`config.mk`:
```
export PLATFORM = sky130hd
export DESIGN_NAME = ack_cpu_end_flat
export DESIGN_NICKNAME = d
export VERILOG_FILES = /design/src/inc/ack_term_pkg.sv /design/src/inc/ack_bus_if.sv /design/src/core/ack_cpu_end.sv /design/src/flat_wrapper.sv
export SDC_FILE = /design/constraint.sdc
export NUM_CORES = 1
export LEC_CHECK = 0
export BUFFER_PORTS_ARGS = -buffer_cell sky130_fd_sc_hd__buf_4
export CORE_MARGIN = 1
export CORE_UTILIZATION = 51
export DETAILED_ROUTE_END_ITERATION = 8
export MAX_ROUTING_LAYER = met4
export PLACE_DENSITY = 0.92
export SYNTH_ARGS = -nofsm -noshare
export SYNTH_HDL_FRONTEND = slang
export SYNTH_SLANG_ARGS = --single-unit
```
`constraint.sdc`:
```
create_clock -name clock_i -period 3.55 [get_ports clock_i]
set_input_delay 0.355 -clock clock_i [delete_from_list [all_inputs] [get_ports clock_i]]
set_output_delay 0.355 -clock clock_i [all_outputs]
set_load 0.02 [all_outputs]
```
`src/inc/ack_term_pkg.sv`:
```
// Purpose: Shared constants for acknowledge cycles and bus termination
// Assumes: One bus clock, active-low termination pins sampled on rise
// Notes:   Used by the processor end and the external-logic end
package ack_term_pkg;
  // ****************************************
  // Bus encodings
  // ****************************************
  localparam logic [1:0]  TT_NORMAL    = 2'h0;
  localparam logic [1:0]  TT_ACK       = 2'h3;
  localparam logic [31:0] ADDR_IACK    = 32'hFFFFFFFF;
  localparam logic [31:0] ADDR_BREAKPOINT_INSTRUCTION    = 32'h00000000;
  localparam logic [2:0]  TM_BREAKPOINT_INSTRUCTION      = 3'h0;
  localparam logic [7:0]  VEC_AUTO_OFS = 8'h18;
  localparam logic [7:0]  VEC_SPURIOUS = 8'h18;
  localparam logic [1:0]  LINE_BEATS_M1 = 2'h3;
  // ****************************************
  // Timing
  // ****************************************
  localparam int CLOCK_HZ        = 10000000;
  localparam int TIMEOUT_NS      = 10000;
  localparam int TIMEOUT_CYCLES  = TIMEOUT_NS / (1000000000 / CLOCK_HZ);
  localparam logic [1:0] TERM_GAP = 2'h3; // Quiet cycles after an answer
  // ****************************************
  // Types
  // ****************************************
  typedef enum logic [1:0] {
    TERM_WAIT,
    TERM_NORMAL,
    TERM_ERROR,
    TERM_RETRY
  } term_e;
  typedef enum logic [2:0] {
    ACC_IACK,
    ACC_BREAKPOINT_INSTRUCTION,
    ACC_READ,
    ACC_WRITE,
    ACC_LINE_FILL,
    ACC_PUSH
  } acc_e;
  // Decode of active-low termination pair
  function automatic term_e decode_term(input logic ta_n, input logic tea_n);
    case ({ta_n, tea_n})
      2'b10:   decode_term = TERM_ERROR;
      2'b00:   decode_term = TERM_RETRY;
      2'b01:   decode_term = TERM_NORMAL;
      default: decode_term = TERM_WAIT;
    endcase
  endfunction
endpackage
```
`src/inc/ack_bus_if.sv`:
```
// Purpose: Bus wires between the processor end and external logic
// Assumes: Termination pins are active low
// Notes:   No clocking block; both ends are design modules
`timescale 1ns/1ns
interface ack_bus_if (
  input wire logic clock_i,
  input wire logic rst_i
);
  logic        start_n;            // Cycle start, active low, one cycle
  logic        busy_n;             // Cycle in progress, active low
  logic        read;               // High for a read transfer
  logic [1:0]  transfer_type;      // {transfer_type_hi, transfer_type_lo}
  logic [2:0]  transfer_modifier;
  logic [31:0] addr;
  logic [31:0] wdata;
  logic [31:0] rdata;
  logic        transfer_ack_n;
  logic        transfer_error_ack_n;
  logic        autovector_req_n;
  modport cpu (
    input  clock_i, rst_i, rdata, transfer_ack_n, transfer_error_ack_n,
           autovector_req_n,
    output start_n, busy_n, read, transfer_type, transfer_modifier, addr,
           wdata
  );
  modport ext (
    input  clock_i, rst_i, start_n, busy_n, read, transfer_type,
           transfer_modifier, addr, wdata,
    output rdata, transfer_ack_n, transfer_error_ack_n, autovector_req_n
  );
endinterface

```
`src/core/ack_cpu_end.sv`:
```
// Purpose: Processor end: acknowledge cycles and abnormal termination
// Assumes: Requests come from core logic on the same clock
// Notes:   Termination pins pass two flops before decoding
// Function
// RULE1: interrupt acknowledge is read, type 3
// RULE2: interrupt acknowledge address is all ones
// RULE3: modifier carries inverted interrupt level pins
// RULE4: vectoring interrupter returns vector with ack
// RULE5: autovector request only counts with ack
// RULE6: autovector is level plus 24
// RULE7: error alone gives spurious vector 24
// RULE8: ack plus error retries the acknowledge
// RULE9: breakpoint cycle: type 3, address 0, modifier 0
// RULE10: breakpoint end raises illegal instruction
// RULE11: external timeout asserts error ack
// RULE12: ack and error change on one edge
// RULE13: decode termination pair every sampled edge
// RULE14: bus error aborts access and line
// RULE15: prefetch error deferred until used
// RULE16: later line beat error only if requested
// RULE17: misaligned span error is immediate
// RULE18: write or requested read error immediate
// RULE19: fill target invalid, stays invalid on error
// RULE20: replacement read error restores dirty line
// RULE21: push error: valid after replace, invalid forced
// RULE22: write-through line stays valid on error
// RULE23: plain ack latches vector from low byte
`timescale 1ns/1ns
module ack_cpu_end
  import ack_term_pkg::*;
(
  ack_bus_if.cpu                 bus,
  input  wire logic              req_valid_i,   // One-cycle access request
  input  wire ack_term_pkg::acc_e req_kind_i,
  input  wire logic [31:0]       req_addr_i,
  input  wire logic [31:0]       req_wdata_i,
  input  wire logic [2:0]        irq_level_in_n_i, // Active-low level pins
  input  wire logic [1:0]        req_beat_i,    // Beat the core wants
  input  wire logic              req_misaligned_i,
  input  wire logic              req_prefetch_i,
  input  wire logic              req_forced_push_i,
  input  wire logic              req_write_through_i,
  input  wire logic              req_dirty_i,
  input  wire logic              prefetch_used_i,  // Held fetch now used
  input  wire logic              prefetch_flush_i, // Branch or task switch
  output logic                   busy_o,
  output logic                   done_o,
  output logic [7:0]             vector_o,
  output logic                   vector_valid_o,
  output logic                   illegal_instr_o,
  output logic                   access_error_o,
  output logic                   line_valid_o,
  output logic                   line_dirty_o
);
  typedef enum logic [1:0] {S_IDLE, S_START, S_WAIT} state_e;
  // Sequencer state, registered as one word
  typedef struct packed {
    state_e      state;
    acc_e        kind;
    logic [1:0]  beat, want;    // Beat in progress, beat the core wants
    logic [31:0] addr, wdata;
    logic [2:0]  tm;
    logic [7:0]  vec;
    logic        mis, pf, fp;   // Misaligned, prefetch, forced push
    logic        wt, dirty;     // Write-through page, dirty victim line
    logic        start_n, busy_n, busy, done;
    logic        vv, ill, aerr; // One-cycle result pulses
    logic        held, lv, ld;  // Held fetch error, line valid and dirty
  } seq_s;
  // Register values held in reset: idle, pins released
  localparam seq_s SEQ_RESET = '{state: S_IDLE, kind: ACC_READ,
                                 start_n: 1'b1, busy_n: 1'b1, default: '0};
  wire logic clock_i = bus.clock_i;
  wire logic rst_i = bus.rst_i;
  // ****************************************
  // Pin synchronisers
  // ****************************************
  logic [2:0] ipl_meta_reg, ipl_sync_reg;
  logic [2:0] ack_meta_reg, ack_sync_reg;
  always_ff @(posedge clock_i or posedge rst_i) begin
    if (rst_i) begin
      ipl_meta_reg <= 3'h7;
      ipl_sync_reg <= 3'h7;
      ack_meta_reg <= 3'h7;
      ack_sync_reg <= 3'h7;
    end else begin
      ipl_meta_reg <= irq_level_in_n_i;
      ipl_sync_reg <= ipl_meta_reg;
      ack_meta_reg <= {bus.transfer_ack_n, bus.transfer_error_ack_n,
                       bus.autovector_req_n};
      ack_sync_reg <= ack_meta_reg;
    end
  end
  // ****************************************
  // Access sequencer
  // ****************************************
  seq_s  seq_reg, seq_next;
  term_e term;
  logic  line_acc;

  // Next-state and outcome logic
  always_comb begin
    term = decode_term(ack_sync_reg[2], ack_sync_reg[1]); // RULE13
    line_acc = (seq_reg.kind == ACC_LINE_FILL) || (seq_reg.kind == ACC_PUSH);
    seq_next = seq_reg;
    seq_next.start_n = 1'b1;
    seq_next.done = 1'b0;
    seq_next.vv = 1'b0;
    seq_next.ill = 1'b0;
    seq_next.aerr = 1'b0;
    // Deferred prefetch error: raise on use, drop on flush
    if (seq_reg.held && prefetch_flush_i) begin
      seq_next.held = 1'b0;                                    // RULE15
    end else if (seq_reg.held && prefetch_used_i) begin
      seq_next.held = 1'b0;
      seq_next.aerr = 1'b1;                                    // RULE15
    end
    case (seq_reg.state)
      S_IDLE: begin
        if (req_valid_i) begin
          seq_next.kind = req_kind_i;
          seq_next.beat = 2'h0;
          seq_next.want = req_beat_i;
          seq_next.mis = req_misaligned_i;
          seq_next.pf = req_prefetch_i;
          seq_next.fp = req_forced_push_i;
          seq_next.wt = req_write_through_i;
          seq_next.dirty = req_dirty_i;
          seq_next.wdata = req_wdata_i;
          seq_next.addr = req_addr_i;
          seq_next.tm = 3'h0;
          seq_next.start_n = 1'b0;
          seq_next.busy_n = 1'b0;
          seq_next.state = S_START;
          case (req_kind_i)
            ACC_IACK: begin
              seq_next.addr = ADDR_IACK;                       // RULE2
              seq_next.tm = ~ipl_sync_reg;                     // RULE3
            end
            ACC_BREAKPOINT_INSTRUCTION: begin
              seq_next.addr = ADDR_BREAKPOINT_INSTRUCTION;                       // RULE9
              seq_next.tm = TM_BREAKPOINT_INSTRUCTION;                           // RULE9
            end
            ACC_LINE_FILL: seq_next.lv = 1'b0;                 // RULE19
            ACC_WRITE: begin
              if (req_write_through_i) begin
                seq_next.lv = 1'b1;                            // RULE22
              end
            end
            default: begin
            end
          endcase
        end
      end
      S_START: begin
        seq_next.state = S_WAIT;
      end
      S_WAIT: begin
        case (term)
          TERM_NORMAL: begin
            if (seq_reg.kind == ACC_IACK) begin
              seq_next.vec = VEC_AUTO_OFS + {5'h0, seq_reg.tm};  // RULE6
              if (ack_sync_reg[0]) begin                         // RULE5
                seq_next.vec = bus.rdata[7:0];                   // RULE23
              end
              seq_next.vv = 1'b1;
            end else if (seq_reg.kind == ACC_BREAKPOINT_INSTRUCTION) begin
              seq_next.ill = 1'b1;                             // RULE10
            end
            if (line_acc && seq_reg.beat != LINE_BEATS_M1) begin
              seq_next.beat = seq_reg.beat + 2'h1;
              seq_next.addr = seq_reg.addr + 32'h4;
            end else begin
              if (seq_reg.kind == ACC_LINE_FILL) begin
                seq_next.lv = 1'b1;
                seq_next.ld = 1'b0;
              end
              if (seq_reg.kind == ACC_PUSH) begin
                seq_next.ld = 1'b0;
                seq_next.lv = ~seq_reg.fp;
              end
              seq_next.busy_n = 1'b1;
              seq_next.done = 1'b1;
              seq_next.state = S_IDLE;
            end
          end
          TERM_RETRY: begin
            if (line_acc && seq_reg.beat != 2'h0) begin
              term = TERM_ERROR;
            end else begin
              seq_next.start_n = 1'b0;                         // RULE8
              seq_next.state = S_START;
            end
          end
          default: begin
          end
        endcase
        if (term == TERM_ERROR) begin
          seq_next.busy_n = 1'b1;                              // RULE14
          seq_next.done = 1'b1;
          seq_next.state = S_IDLE;
          case (seq_reg.kind)
            ACC_IACK: begin
              seq_next.vec = VEC_SPURIOUS;                     // RULE7
              seq_next.vv = 1'b1;
            end
            ACC_BREAKPOINT_INSTRUCTION: seq_next.ill = 1'b1;                     // RULE10
            ACC_WRITE: begin
              seq_next.aerr = 1'b1;                            // RULE18
              if (seq_reg.wt) begin
                seq_next.lv = 1'b1;                            // RULE22
              end
            end
            ACC_PUSH: begin
              seq_next.aerr = 1'b1;                            // RULE18
              seq_next.lv = ~seq_reg.fp;                       // RULE21
              seq_next.ld = 1'b0;
            end
            ACC_LINE_FILL: begin
              seq_next.lv = seq_reg.dirty;                     // RULE19
              seq_next.ld = seq_reg.dirty;                     // RULE20
              if (seq_reg.pf) begin
                seq_next.held = 1'b1;                          // RULE15
              end else if (seq_reg.mis &&
                           seq_reg.beat <= seq_reg.want + 2'h1) begin
                seq_next.aerr = 1'b1;                          // RULE17
              end else if (seq_reg.beat == seq_reg.want) begin
                seq_next.aerr = 1'b1;                          // RULE16
              end
            end
            default: begin
              if (seq_reg.pf) begin
                seq_next.held = 1'b1;                          // RULE15
              end else begin
                seq_next.aerr = 1'b1;                          // RULE18
              end
            end
          endcase
        end
      end
      default: seq_next.state = S_IDLE;
    endcase
    seq_next.busy = ~seq_next.busy_n;
  end

  // Sequencer register
  always_ff @(posedge clock_i or posedge rst_i) begin
    if (rst_i) begin
      seq_reg <= SEQ_RESET;
    end else begin
      seq_reg <= seq_next;
    end
  end

  // Bus and status outputs
  assign bus.start_n = seq_reg.start_n;
  assign bus.busy_n = seq_reg.busy_n;
  assign bus.read = (seq_reg.kind != ACC_WRITE) && (seq_reg.kind != ACC_PUSH);
  assign bus.transfer_type = (seq_reg.kind == ACC_IACK) ||
                             (seq_reg.kind == ACC_BREAKPOINT_INSTRUCTION) ? TT_ACK   // RULE1
                                                        : TT_NORMAL;
  assign bus.transfer_modifier = seq_reg.tm;
  assign bus.addr = seq_reg.addr;
  assign bus.wdata = seq_reg.wdata;
  assign busy_o = seq_reg.busy;
  assign done_o = seq_reg.done;
  assign vector_o = seq_reg.vec;
  assign vector_valid_o = seq_reg.vv;
  assign illegal_instr_o = seq_reg.ill;
  assign access_error_o = seq_reg.aerr;
  assign line_valid_o = seq_reg.lv;
  assign line_dirty_o = seq_reg.ld;
endmodule

```
`src/flat_wrapper.sv`:
```
// flat-port wrapper written by rule: the top's interface ports become plain ports
module ack_cpu_end_flat import ack_term_pkg::*;
  (req_valid_i, req_kind_i, req_addr_i, req_wdata_i, irq_level_in_n_i, req_beat_i, req_misaligned_i, req_prefetch_i, req_forced_push_i, req_write_through_i, req_dirty_i, prefetch_used_i, prefetch_flush_i, busy_o, done_o, vector_o, vector_valid_o, illegal_instr_o, access_error_o, line_valid_o, line_dirty_o, clock_i, rst_i, bus_rdata, bus_transfer_ack_n, bus_transfer_error_ack_n, bus_autovector_req_n, bus_start_n, bus_busy_n, bus_read, bus_transfer_type, bus_transfer_modifier, bus_addr, bus_wdata);
  ack_bus_if bus_i (.clock_i(clock_i), .rst_i(rst_i));
  input  wire logic req_valid_i;
  input  wire ack_term_pkg::acc_e req_kind_i;
  input  wire logic [31:0] req_addr_i;
  input  wire logic [31:0] req_wdata_i;
  input  wire logic [2:0] irq_level_in_n_i;
  input  wire logic [1:0] req_beat_i;
  input  wire logic req_misaligned_i;
  input  wire logic req_prefetch_i;
  input  wire logic req_forced_push_i;
  input  wire logic req_write_through_i;
  input  wire logic req_dirty_i;
  input  wire logic prefetch_used_i;
  input  wire logic prefetch_flush_i;
  output logic busy_o;
  output logic done_o;
  output logic [7:0] vector_o;
  output logic vector_valid_o;
  output logic illegal_instr_o;
  output logic access_error_o;
  output logic line_valid_o;
  output logic line_dirty_o;
  input wire logic clock_i;
  input wire logic rst_i;
  input wire logic [$bits(bus_i.rdata)-1:0] bus_rdata;
  input wire logic [$bits(bus_i.transfer_ack_n)-1:0] bus_transfer_ack_n;
  input wire logic [$bits(bus_i.transfer_error_ack_n)-1:0] bus_transfer_error_ack_n;
  input wire logic [$bits(bus_i.autovector_req_n)-1:0] bus_autovector_req_n;
  output wire logic [$bits(bus_i.start_n)-1:0] bus_start_n;
  output wire logic [$bits(bus_i.busy_n)-1:0] bus_busy_n;
  output wire logic [$bits(bus_i.read)-1:0] bus_read;
  output wire logic [$bits(bus_i.transfer_type)-1:0] bus_transfer_type;
  output wire logic [$bits(bus_i.transfer_modifier)-1:0] bus_transfer_modifier;
  output wire logic [$bits(bus_i.addr)-1:0] bus_addr;
  output wire logic [$bits(bus_i.wdata)-1:0] bus_wdata;
  assign bus_i.rdata = bus_rdata;
  assign bus_i.transfer_ack_n = bus_transfer_ack_n;
  assign bus_i.transfer_error_ack_n = bus_transfer_error_ack_n;
  assign bus_i.autovector_req_n = bus_autovector_req_n;
  assign bus_start_n = bus_i.start_n;
  assign bus_busy_n = bus_i.busy_n;
  assign bus_read = bus_i.read;
  assign bus_transfer_type = bus_i.transfer_type;
  assign bus_transfer_modifier = bus_i.transfer_modifier;
  assign bus_addr = bus_i.addr;
  assign bus_wdata = bus_i.wdata;
  ack_cpu_end u_core (.bus(bus_i), .req_valid_i(req_valid_i), .req_kind_i(req_kind_i), .req_addr_i(req_addr_i), .req_wdata_i(req_wdata_i), .irq_level_in_n_i(irq_level_in_n_i), .req_beat_i(req_beat_i), .req_misaligned_i(req_misaligned_i), .req_prefetch_i(req_prefetch_i), .req_forced_push_i(req_forced_push_i), .req_write_through_i(req_write_through_i), .req_dirty_i(req_dirty_i), .prefetch_used_i(prefetch_used_i), .prefetch_flush_i(prefetch_flush_i), .busy_o(busy_o), .done_o(done_o), .vector_o(vector_o), .vector_valid_o(vector_valid_o), .illegal_instr_o(illegal_instr_o), .access_error_o(access_error_o), .line_valid_o(line_valid_o), .line_dirty_o(line_dirty_o));
endmodule
```
==> results by group, run 1 <==
Status
  – Outcome: completed

Synthesis
  – Fraction of registers with async set/reset: 100%
  – Cell taking the most area after synthesis: dfrtp_1
  – FF+latch count, synth: about 110
  – EDFF count, synth: 0
  – Synthesized area per cell: 9.01 sq um
  – Area contributors post-synth: dfrtp_1 41%, nand2_1 9.9%, buf_4 9.7%, dfstp_2 6.7%, o21ai_0 5.2%
  – Synth Net Count: 775
  – Sequential area share after synthesis: between 40% and 50%
  – Yosys cell types: 60
  – Post-synth top area share: roughly two fifths
  – Mapped Area: between 0.005 and 0.006 sq mm
  – Syn Inst Count: 653
  – Main synth FF type: dfrtp_1
  – YS warnings: 0

Timing
  – Worst-Margin Slew: 0.905 ns
  – Final setup viols: 0
  – Fin crit share: 65.8%
  – Final slew viol count: 0
  – Slew headroom: 39.7%
  – RSZ-0062 raised after global routing: no
  – Clock skew: 0.00939 ns
  – Fin. Hold Viols: 0
  – Setup tns final: 0 ns
  – Hold WS: between 0.09 and 0.1 ns
  – Fmax: 428 MHz
  – Minimum clock period: 2.34 ns

Detailed routing
  – Via count: 4,945
  – Post-detailed-route wirelength per cell: roughly 16 microns
  – Routed wl met2: 7180 microns
  – DRT Pass-1 Iters: 5
  – DR top layer: met4
  – DRT met1 WL: between 5000 and 6000 microns
  – Vias per cell: 5.58
  – Routed wire length: roughly 14,000 microns
  – Initial DRC Count: 330
  – Detail Route Antenna Nets: 0
  – DRC: 0
  – WL met3: 1210 microns

Floorplanning
  – Die ar.: around 0.012 sq mm
  – Row count: 38
  – Die height: 109 microns
  – Io pins: just over 200
  – Die Span X: 109 microns
  – Core area: 0.0110 sq mm
  – Initial core utilization: 53.3%

Power and ir drop
  – Leakage: 3.43 nW
  – Power Total: 5.79 mW
  – Clock power share: between 15 and 20%
  – Maximum VDD drop: between 0.4 and 0.5 mV
  – Internal: 3.32 mW
  – Net switching power: 2.47 mW
  – Net Sw Frac: 42.7%
  – Power Dens Cells: between 800 and 900 mW/mm^2
  – Sequential share of power: around two fifths
  – Combinational power share: 44.3%

Setup path
  – CP Class: reg -> reg
  – Crit Path Max Fanout: 31
  – Slowest stage delay, CP: 0.65 ns
  – CP Capture Type: flop
  – Cells along the critical path: nor2b_1, a31o_2, o21ai_0, a22o_1
  – WP data required: 3.77 ns
  – Worst setup SP type: flop
  – Crit-path slowest cell: a31o_2
  – CP arrival: 2.56 ns

Global routing
  – First-pass GRT wire length: 22,200 microns
  – Grt ovf: 0
  – Number of global-route vias before repair: 4,514
  – Largest net degree at the start of global routing: 67
  – Gr usage total: around a quarter
  – Initial antenna violation count: 0

CTS
  – Clock-pin slew on the worst setup and hold paths: 0.08 ns
  – CTS resizes: 0
  – CTS sink count: 111
  – Post-CTS Hold Fix Bufs: 0
  – CTS Buffer Depth: 2
  – TritonCTS clock tree: yes
  – Setup repair bufs after CTS: 0
  – H-tree Lvls: 3
  – CTS buffer count: 9
  – CTS Root Cell: clkbuf_16
  – Clock Latency Late Sink: 0.34 ns

Cells and area
  – Final net count: between 800 and 900
  – Area growth, synth to finish: 20.4%
  – Number of inserted diodes: 0
  – Fill cells: 900
  – Share of post-route cells with drive strength above 1: about a third

Flow run
  – Max-cap violations: 0

Hold path
  – Worst Hold Class: in -> async

Placement
  – GPL Wtd Cong: around 0.82
  – DPL Wire Length: 10,200 microns
  – Buffers added on ports: 179
[Yosys cell counts (2+ instances only)]
master	count
nand2_1	155
dfrtp_1	96
buf_4	76
o21ai_0	61
clkbuf_1	25
inv_1	22
a21oi_1	20
nor2_1	18
dfstp_2	15
nand3_1	15
a22o_1	12
o31a_1	11
o21ai_1	9
o22ai_1	9
nand4_1	6
nor3b_1	6
o211ai_1	6
a31oi_1	5
and4_1	5
buf_1	5
ha_1	5
nor2b_1	5
and3_1	3
buf_2	3
mux2i_1	3
nand2b_1	3
nor3_1	3
o2bb2ai_1	3
o311a_1	3
o31ai_1	3
o41ai_1	3
a2111oi_0	2
nand4_2	2
nand4_4	2
nand4b_1	2
nor4_1	2
nor4_4	2
o21a_1	2
o22a_1	2
o41a_1	2
or3_1	2
[worst max-delay path: cells and delay by family, from the launching register on]
family | cells | cell delay (ns)
and+or+nand+nor | 1 | 0.46
DFF | 1 | 0.61
AOI/OAI and AO/OA | 3 | 1.14
[cells in the final DEF (no fill, tap or decap), types with 6 or more instances in the layout]
cell type  synthesis  layout
o21ai_0           61      61
o21ai_1            9       9
a22o_1            12      12
a21oi_1           20      20
nand3_1           15      15
dfstp_2           15      15
nor2_1            18      17
nand4_1            6       6
o22ai_1            9       9
inv_1             22      21
o211ai_1           6       6
dfrtp_1           96      96
buf_4             76     185
o31a_1            11      11
clkbuf_16          0       9
nand2_1          155     155
[final cells by class]
type	count	area, sq um	area share, %
Sequential cell	111	2800	39.5
Multi-Input combinational cell	411	2330	32.9
Timing Repair Buffer	186	1410	19.9
Clock buffer	10	229	3.23
Tap cell	140	175	2.47
Inverter	22	85.1	1.20
Clock inverter	6	62.6	0.883
[cells by family (layout without fill, tap and decap cells)]
logic type | after synthesis | count (layout) | share of synthesized area (%)
flip-flops | 111 | 111 | 47.5
AND/OR/NAND/NOR | 238 | 238 | 19.5
multiplexers | 3 | 3 | 0.511
AO/OA/AOI/OAI | 163 | 163 | 17.8
buffers and inverters | 131 | 224 | 13.3
adder cells (fa/ha/maj) | 5 | 5 | 1.06
XOR/XNOR | 2 | 2 | 0.298
[layer usage]
| metal | track usage [%] | vias up |
|---|---|---|
| li1 | - | 2363 |
| met1 | 29.8 | 2357 |
| met2 | 41.7 | 209 |
| met3 | 5.39 | 16 |
| met4 | 5.71 | 0 |
| met5 | - | - |
[worst paths after layout]
| path | endpoint | start | cells after the start | slack (ns) |
|---|---|---|---|---|
| max | u_core.bus.addr[15]$_DFFE_PP0P_ | u_core.ack_sync_reg[1]$_DFF_PP1_ | 4 | 1.21 |
| min in group clock_i | u_core.ipl_meta_reg[1]$_DFF_PP1_ | irq_level_in_n_i[1] | 1 | 0.12 |
| max in group asynchronous | u_core.bus.busy_n$_DFF_PP1_ | rst_i | 3 | 2.66 |
| min reg2reg | u_core.ack_sync_reg[2]$_DFF_PP1_ | u_core.ack_meta_reg[2]$_DFF_PP1_ | 0 | 0.36 |
| max reg2reg | u_core.bus.addr[15]$_DFFE_PP0P_ | u_core.ack_sync_reg[1]$_DFF_PP1_ | 4 | 1.21 |
| min | u_core.bus.addr[25]$_DFFE_PP0P_ | rst_i | 2 | 0.09 |
[through the flow]
| step | setup WS [ns] | cell area [sq um] | util [%] | std cells |
|---|---|---|---|---|
| after floorplan | 0.289 | 5880 | - | 653 |
| after global placement | 1.34 | 6790 | 61.6 | 870 |
| after detailed placement | 1.26 | 6790 | 61.6 | 870 |
| after CTS | 1.25 | 7080 | 64.2 | 886 |
| after global routing | 1.05 | 7080 | 64.2 | 886 |
| final | 1.21 | 7080 | 64.2 | 886 |
[power by group through the flow]
stage	sequential, mW	combinational, mW	clock (mW)
floorplan	2.13	2.10	0
global placement	2.22	2.50	0
detailed placement	2.24	2.58	0
CTS	2.22	2.58	1.00
global route	2.31	2.81	1.06
finish	2.23	2.57	0.989
Note: power is estimated with default switching activity, not from simulation.
==> run 2, diff against run 1 <==
--- a/config.mk
+++ b/config.mk
@@ -7,10 +7,10 @@
 export LEC_CHECK = 0
 export BUFFER_PORTS_ARGS = -buffer_cell sky130_fd_sc_hd__buf_4
 export CORE_MARGIN = 1
-export CORE_UTILIZATION = 51
+export CORE_UTILIZATION = 46
 export DETAILED_ROUTE_END_ITERATION = 8
 export MAX_ROUTING_LAYER = met4
-export PLACE_DENSITY = 0.92
+export PLACE_DENSITY = 0.88
 export SYNTH_ARGS = -nofsm -noshare
 export SYNTH_HDL_FRONTEND = slang
 export SYNTH_SLANG_ARGS = --single-unit
==> constraint.sdc (replaced) <==
create_clock -name clock_i -period 1.9 [get_ports clock_i]
set_input_delay 0.19 -clock clock_i [delete_from_list [all_inputs] [get_ports clock_i]]
set_output_delay 0.19 -clock clock_i [all_outputs]
set_load 0.02 [all_outputs]
==> run 2 against run 1 <==
Compared with the run above: die area up 11%; utilization down 2.4 points; register-to-register slack worse by 1.1 ns; critical path type is now reg -> out; largest power group unchanged.
==> results by group, run 2 (synthesis results as in run 1) <==
Detailed routing
  – Routed wire length: 15,200 microns (was 14,400 microns)
  – DRT Pass-1 Iters: 5 (unchanged)
  – Vias per cell: 5.34 (was 5.58)
  – DRC: 0 (unchanged)
  – Post-detailed-route wirelength per cell: 15.9 microns (was 16.3 microns)
  – Detail Route Antenna Nets: 0 (unchanged)
  – Initial DRC Count: 413 (was 330)
  – Via count: 5,098 (was 4,945)

Cells and area
  – Commonest non-fill, non-tap cell in the layout: buf_4 (unchanged)
  – Post-layout util: 61.8% (was 64.2%)
  – Most frequent cells in the layout: 209 x buf_4, 154 x nand2_1, 95 x dfrtp_1 (was 185 x buf_4, 155 x nand2_1, 96 x dfrtp_1)
  – Final net count: 903 (was 863)
  – Fin area: 0.00758 sq mm (was 0.00708 sq mm)
  – Number of inserted diodes: 0 (unchanged)
  – Area growth, synth to finish: 28.8% (was 20.4%)
  – Share of post-route cells with drive strength above 1: 35.4% (was 31.4%)

Floorplanning
  – Die ar.: 0.0132 sq mm (was 0.0120 sq mm)
  – Row count: 40 (was 38)
  – Core area: 0.0123 sq mm (was 0.0110 sq mm)
  – Die height: 115 microns (was 109 microns)
  – Die Span X: 115 microns (was 109 microns)
  – Initial core utilization: 48.0% (was 53.3%)
  – Io pins: 204 (unchanged)

Placement
  – DPL Wire Length: 10,500 microns (was 10,200 microns)
  – GPL Wtd Cong: 0.920 (was 0.819)
  – Buffers added on ports: 179 (unchanged)
  – Worst slack at placement: 0.0528 ns (was 1.26 ns)
  – DP Area: 0.00713 sq mm (was 0.00679 sq mm)

CTS
  – CTS Root Cell: clkbuf_16 (unchanged)
  – CTS sink count: 111 (unchanged)
  – CTS Buffer Depth: 2 (unchanged)
  – Clock-pin slew on the worst setup and hold paths: 0.08 ns (about the same)
  – CTS buffer count: 9 (unchanged)
  – H-tree Lvls: 3 (unchanged)
  – TritonCTS clock tree: yes (unchanged)
  – Clock Latency Late Sink: 0.35 ns (was 0.34 ns)

Global routing
  – Gr usage total: 23.3% (was 24.5%)
  – Largest net degree at the start of global routing: 48 (was 67)
  – First-pass GRT wire length: 23,000 microns (was 22,200 microns)
  – Number of global-route vias before repair: 4,587 (was 4,514)
  – Initial antenna violation count: 0 (unchanged)
  – Grt ovf: 0 (unchanged)

Power and ir drop
  – Power Dens Cells: 1500 mW/mm^2 (was 817 mW/mm^2)
  – Maximum VDD drop: 0.872 mV (was 0.489 mV)
  – Power Total: 11.4 mW (was 5.79 mW)
  – Leakage: 3.66 nW (was 3.43 nW)

Timing
  – Fmax: 559 MHz
  – Worst-Margin Slew: 0.555 ns (was 0.905 ns)
  – Fin crit share: 94.1%
  – Clock skew: 0.00805 ns (was 0.00939 ns)
  – Final worst slack: 0.111 ns (was 1.21 ns)
  – Final setup viols: 0 (unchanged)
  – Fin. Hold Viols: 0 (unchanged)
  – Slew headroom: 62.9% (was 39.7%)
  – Final slew viol count: 0 (unchanged)
  – Minimum clock period: about 1.8 ns

Setup path
  – Worst setup SP type: flop (unchanged)
  – Crit Path Max Fanout: 6 (was 31)
  – Cells along the critical path: nor2b_1, buf_4, o21ai_1, buf_4 (was nor2b_1, a31o_2, o21ai_0, a22o_1)
  – CP Class: reg -> out (was reg -> reg)
  – WP data required: 1.71 ns (was 3.77 ns)
  – Crit-path slowest cell: dfstp_2 (was a31o_2)
  – Cell seen most often among critical-path stages: buf_4
  – CP arrival: 1.60 ns (was 2.56 ns)
  – CP top delay family: flip-flops (was compound AO/OA/AOI/OAI gates)
  – Buf/Inv on CP: 2 (was 0)
  – CP Capture Type: output port (was flop)
  – Slowest stage delay, CP: 0.60 ns (was 0.65 ns)

Flow run
  – Max-cap violations: 0 (unchanged)

Hold path
  – Worst Hold Class: in -> reg (was in -> async)

Status
  – Outcome: completed (unchanged)
## run 2: path summary, 6_finish.rpt
check                                                 start                               end  slack [ns]  cells after the start
max                          u_core.seq_reg[95]$_DFFE_PP1P_                          bus_read        0.11                      4
min                                         req_wdata_i[10]  u_core.bus.wdata[10]$_DFFE_PP0P_        0.02                      3
max reg2reg                  u_core.bus.addr[2]$_DFFE_PP0P_   u_core.bus.addr[31]$_DFFE_PP0P_        0.11                      6
min reg2reg                u_core.ipl_meta_reg[1]$_DFF_PP1_  u_core.ipl_sync_reg[1]$_DFF_PP1_        0.35                      0
max in group asynchronous                             rst_i  u_core.ack_sync_reg[1]$_DFF_PP1_        0.78                      4
min in group asynchronous                             rst_i  u_core.bus.wdata[19]$_DFFE_PP0P_        0.44                      3
## run 2: layer usage
layer | vias to the layer above | global-route usage (%) | wire length [microns]
met4 | 0 | 8.66 | 287
met5 | - | - | 0
met3 | 24 | 4.53 | 1040
met2 | 223 | 38.0 | 7520
met1 | 2408 | 28.8 | 6320
li1 | 2443 | - | -
## run 2: power breakdown
group          total [mW]  leakage [nW]  internal [mW]  switching (mW)
registers            4.07          1.37           3.28           0.787
clock network        1.82         0.140          0.915           0.903
logic                5.48          2.15           2.41            3.07
## run 2: repair_timing
item,4_1_cts,5_1_grt
endpoints found under the hold margin,26,0
hold buffers,7,0
gates resized for setup,0,21
buffers inserted,0,1
setup endpoints to repair,0,30
## run 2: worst register-to-register path: stages (launching register included)
cell	delay, ns
dfrtp_1	0.42
buf_4	0.13
nand3_1	0.20
nor3_4	0.22
nand4_2	0.16
or4_1	0.48
nand3_1	0.10
## run 2: final cells by class
type | instances | area (sq um)
inverter | 22 | 86.3
timing repair buffer | 226 | 1820
tap | 168 | 210
clock inverter | 6 | 51.3
clock buffer | 10 | 229
multi-input combinational | 411 | 2380
fill | 1010 | 4690
sequential | 111 | 2800
## run 2: through the flow
stage                     TNS, ns  instances  hold slack [ns]
final                           0        954           0.0190
after global routing      -0.0193        954          0.00834
after CTS                       0        951          0.00984
after detailed placement        0        928            0.266
after global placement          0        928            0.256
after floorplan                 0        653            0.194
==> run 3, diff against run 2 <==
--- a/config.mk
+++ b/config.mk
@@ -11,6 +11,7 @@
 export DETAILED_ROUTE_END_ITERATION = 8
 export MAX_ROUTING_LAYER = met4
 export PLACE_DENSITY = 0.88
+export RECOVER_POWER = 25
 export SYNTH_ARGS = -nofsm -noshare
 export SYNTH_HDL_FRONTEND = slang
 export SYNTH_SLANG_ARGS = --single-unit
==> run 3 against run 2 <==
Compared with the run above: highest routed layer unchanged; worst setup slack lost 0.0061 ns; largest power group unchanged; critical path type is now reg -> reg; utilization decreased by 1.4 points; die area did not move; combinational power decreased by 6.2%; sequential cell count is the same; global-route usage unchanged; register-to-register slack is essentially flat; sequential share of layout area rose by 0.84 points; hold slack improved by 0.00080 ns.
==> results by group, run 3 (synthesis results as in run 1) <==
Detailed routing
  – DRC: 0 (unchanged)
  – Via count: 5,108 (was 5,098)
  – Detail Route Antenna Nets: 0 (unchanged)
  – Initial DRC Count: 464 (was 413)
  – Post-detailed-route wirelength per cell: 16.0 microns (was 15.9 microns)
  – DRT Pass-1 Iters: 5 (unchanged)
  – Vias per cell: 5.35 (was 5.34)
  – Routed wire length: 15,200 microns (about the same)

Hold path
  – Worst Hold Class: in -> reg (unchanged)

Timing
  – Slew headroom: 25.5% (was 62.9%)
  – Final worst slack: 0.105 ns (was 0.111 ns)
  – Final slew viol count: 0 (unchanged)
  – Minimum clock period: 1.79 ns (about the same)
  – Final setup viols: 0 (unchanged)
  – Worst-Margin Slew: 1.11 ns (was 0.555 ns)
  – Fin. Hold Viols: 0 (unchanged)
  – Setup tns final: 0 ns (unchanged)
  – Fmax: 557 MHz (was 559 MHz)
  – Fin crit share: 94.5% (was 94.1%)
  – Clock skew: 0.00820 ns (was 0.00805 ns)

Floorplanning
  – Die height: 115 microns (unchanged)
  – Initial core utilization: 48.0% (unchanged)
  – Die Span X: 115 microns (unchanged)
  – Io pins: 204 (unchanged)
  – Row count: 40 (unchanged)
  – Core area: 0.0123 sq mm (unchanged)
  – Die ar.: 0.0132 sq mm (unchanged)

Global routing
  – Grt ovf: 0 (unchanged)
  – Initial antenna violation count: 0 (unchanged)
  – First-pass GRT wire length: 23,000 microns (unchanged)
  – Number of global-route vias before repair: 4,587 (unchanged)
  – Largest net degree at the start of global routing: 48 (unchanged)
  – Gr usage total: 23.3% (unchanged)

Placement
  – Buffers added on ports: 179 (unchanged)
  – GPL Wtd Cong: 0.920 (unchanged)
  – DPL Wire Length: 10,500 microns (unchanged)
  – Placed insts: 928 (unchanged)
  – DP Area: 0.00713 sq mm (unchanged)
  – Worst slack at placement: 0.0528 ns (unchanged)

Cells and area
  – Final net count: 903 (unchanged)
  – Fin area: 0.00741 sq mm (was 0.00758 sq mm)
  – Post-layout util: 60.4% (was 61.8%)
  – Most frequent cells in the layout: 158 x buf_4, 154 x nand2_1, 95 x dfrtp_1 (was 209 x buf_4, 154 x nand2_1, 95 x dfrtp_1)
  – Commonest non-fill, non-tap cell in the layout: buf_4 (unchanged)
  – Fin cells: 954 (unchanged)
  – Area growth, synth to finish: 26.0% (was 28.8%)
  – Number of inserted diodes: 0 (unchanged)
  – Share of post-route cells with drive strength above 1: 29.8% (was 35.4%)

CTS
  – CTS Buffer Depth: 2 (unchanged)
  – CTS sink count: 111 (unchanged)
  – CTS buffer count: 9 (unchanged)
  – Clock-pin slew on the worst setup and hold paths: 0.08 ns (about the same)
  – TritonCTS clock tree: yes (unchanged)
  – CTS Root Cell: clkbuf_16 (unchanged)
  – Clock Latency Late Sink: 0.35 ns (about the same)
  – H-tree Lvls: 3 (unchanged)

Power and ir drop
  – Maximum VDD drop: 0.864 mV (was 0.872 mV)
  – Leakage: 3.49 nW (was 3.66 nW)
  – Power Dens Cells: 1490 mW/mm^2 (was 1500 mW/mm^2)

Setup path
  – CP arrival: 2.08 ns (was 1.60 ns)
  – CP Capture Type: flop (was output port)
  – Worst setup SP type: flop (unchanged)
  – WP data required: 2.19 ns (was 1.71 ns)
  – Crit Path Max Fanout: 5 (was 6)
  – CP Class: reg -> reg (was reg -> out)

Flow run
  – Max-cap violations: 0 (unchanged)

Status
  – Outcome: completed (unchanged)
[run 3: cell types whose count changed in the layout (fill, tap and decap cells not counted)]
cell,before,now
buf_4,209,158
clkbuf_1,1,45
clkbuf_4,1,8
clkinvlp_2,0,1
clkinvlp_4,1,0
[run 3: worst paths after layout]
| check | startpoint | to | slack, ns | depth (start not counted) |
|---|---|---|---|---|
| max | u_core.bus.addr[2]$_DFFE_PP0P_ | u_core.bus.addr[31]$_DFFE_PP0P_ | 0.11 | 6 |
| min | req_wdata_i[10] | u_core.bus.wdata[10]$_DFFE_PP0P_ | 0.02 | 3 |
| max reg2reg | u_core.bus.addr[2]$_DFFE_PP0P_ | u_core.bus.addr[31]$_DFFE_PP0P_ | 0.11 | 6 |
| min reg2reg | u_core.ipl_meta_reg[1]$_DFF_PP1_ | u_core.ipl_sync_reg[1]$_DFF_PP1_ | 0.35 | 0 |
| max in group asynchronous | rst_i | u_core.ack_sync_reg[1]$_DFF_PP1_ | 0.49 | 4 |
| min in group asynchronous | rst_i | u_core.bus.wdata[19]$_DFFE_PP0P_ | 0.61 | 3 |
[run 3: through the flow]
step / hold WS, ns / power [mW]
CTS: 0.00984 / 11.3
global placement: 0.256 / 9.22
finish: 0.0198 / 11.0
floorplan: 0.194 / 7.91
global route: 0.00834 / 11.7
detailed placement: 0.266 / 9.41
[run 3: worst max-delay path, cell delays in order (launching register included)]
cell and delay [ns]:
dfrtp_1 0.42, buf_4 0.13, nand3_1 0.20, nor3_4 0.22, nand4_2 0.16, or4_1 0.49, nand3_1 0.11
[run 3: what timing repair did]
item	in CTS	in global routing
setup endpoints to repair	0	30
resized for setup	0	21
hold buffers	7	0
setup buffers	0	1
hold endpoints to repair	26	0
[run 3: metal layers]
| layer | global-route usage (%) | share of wire (%) |
|---|---|---|
| met2 | 38.0 | 49 |
| met3 | 4.53 | 6.5 |
| met1 | 28.8 | 42 |
| met4 | 8.66 | 1.9 |
| met5 | - | 0 |
[run 3: cell type report]
cell class / instances / area, sq um
clock buffers: 10 / 229
clock inverters: 6 / 51.3
fillers: 1067 / 4850
inverters: 22 / 83.8
multi-input cells: 411 / 2380
flip-flops and latches: 111 / 2800
well taps: 168 / 210
repair buffers: 226 / 1660
[run 3: where the power goes]
| group | switching [mW] | internal (mW) | leakage [nW] |
|---|---|---|---|
| Clock | 0.902 | 0.915 | 0.140 |
| Sequential | 0.779 | 3.28 | 1.37 |
| Combinational | 3.08 | 2.07 | 1.98 |
| Total | 4.76 | 6.26 | 3.49 |
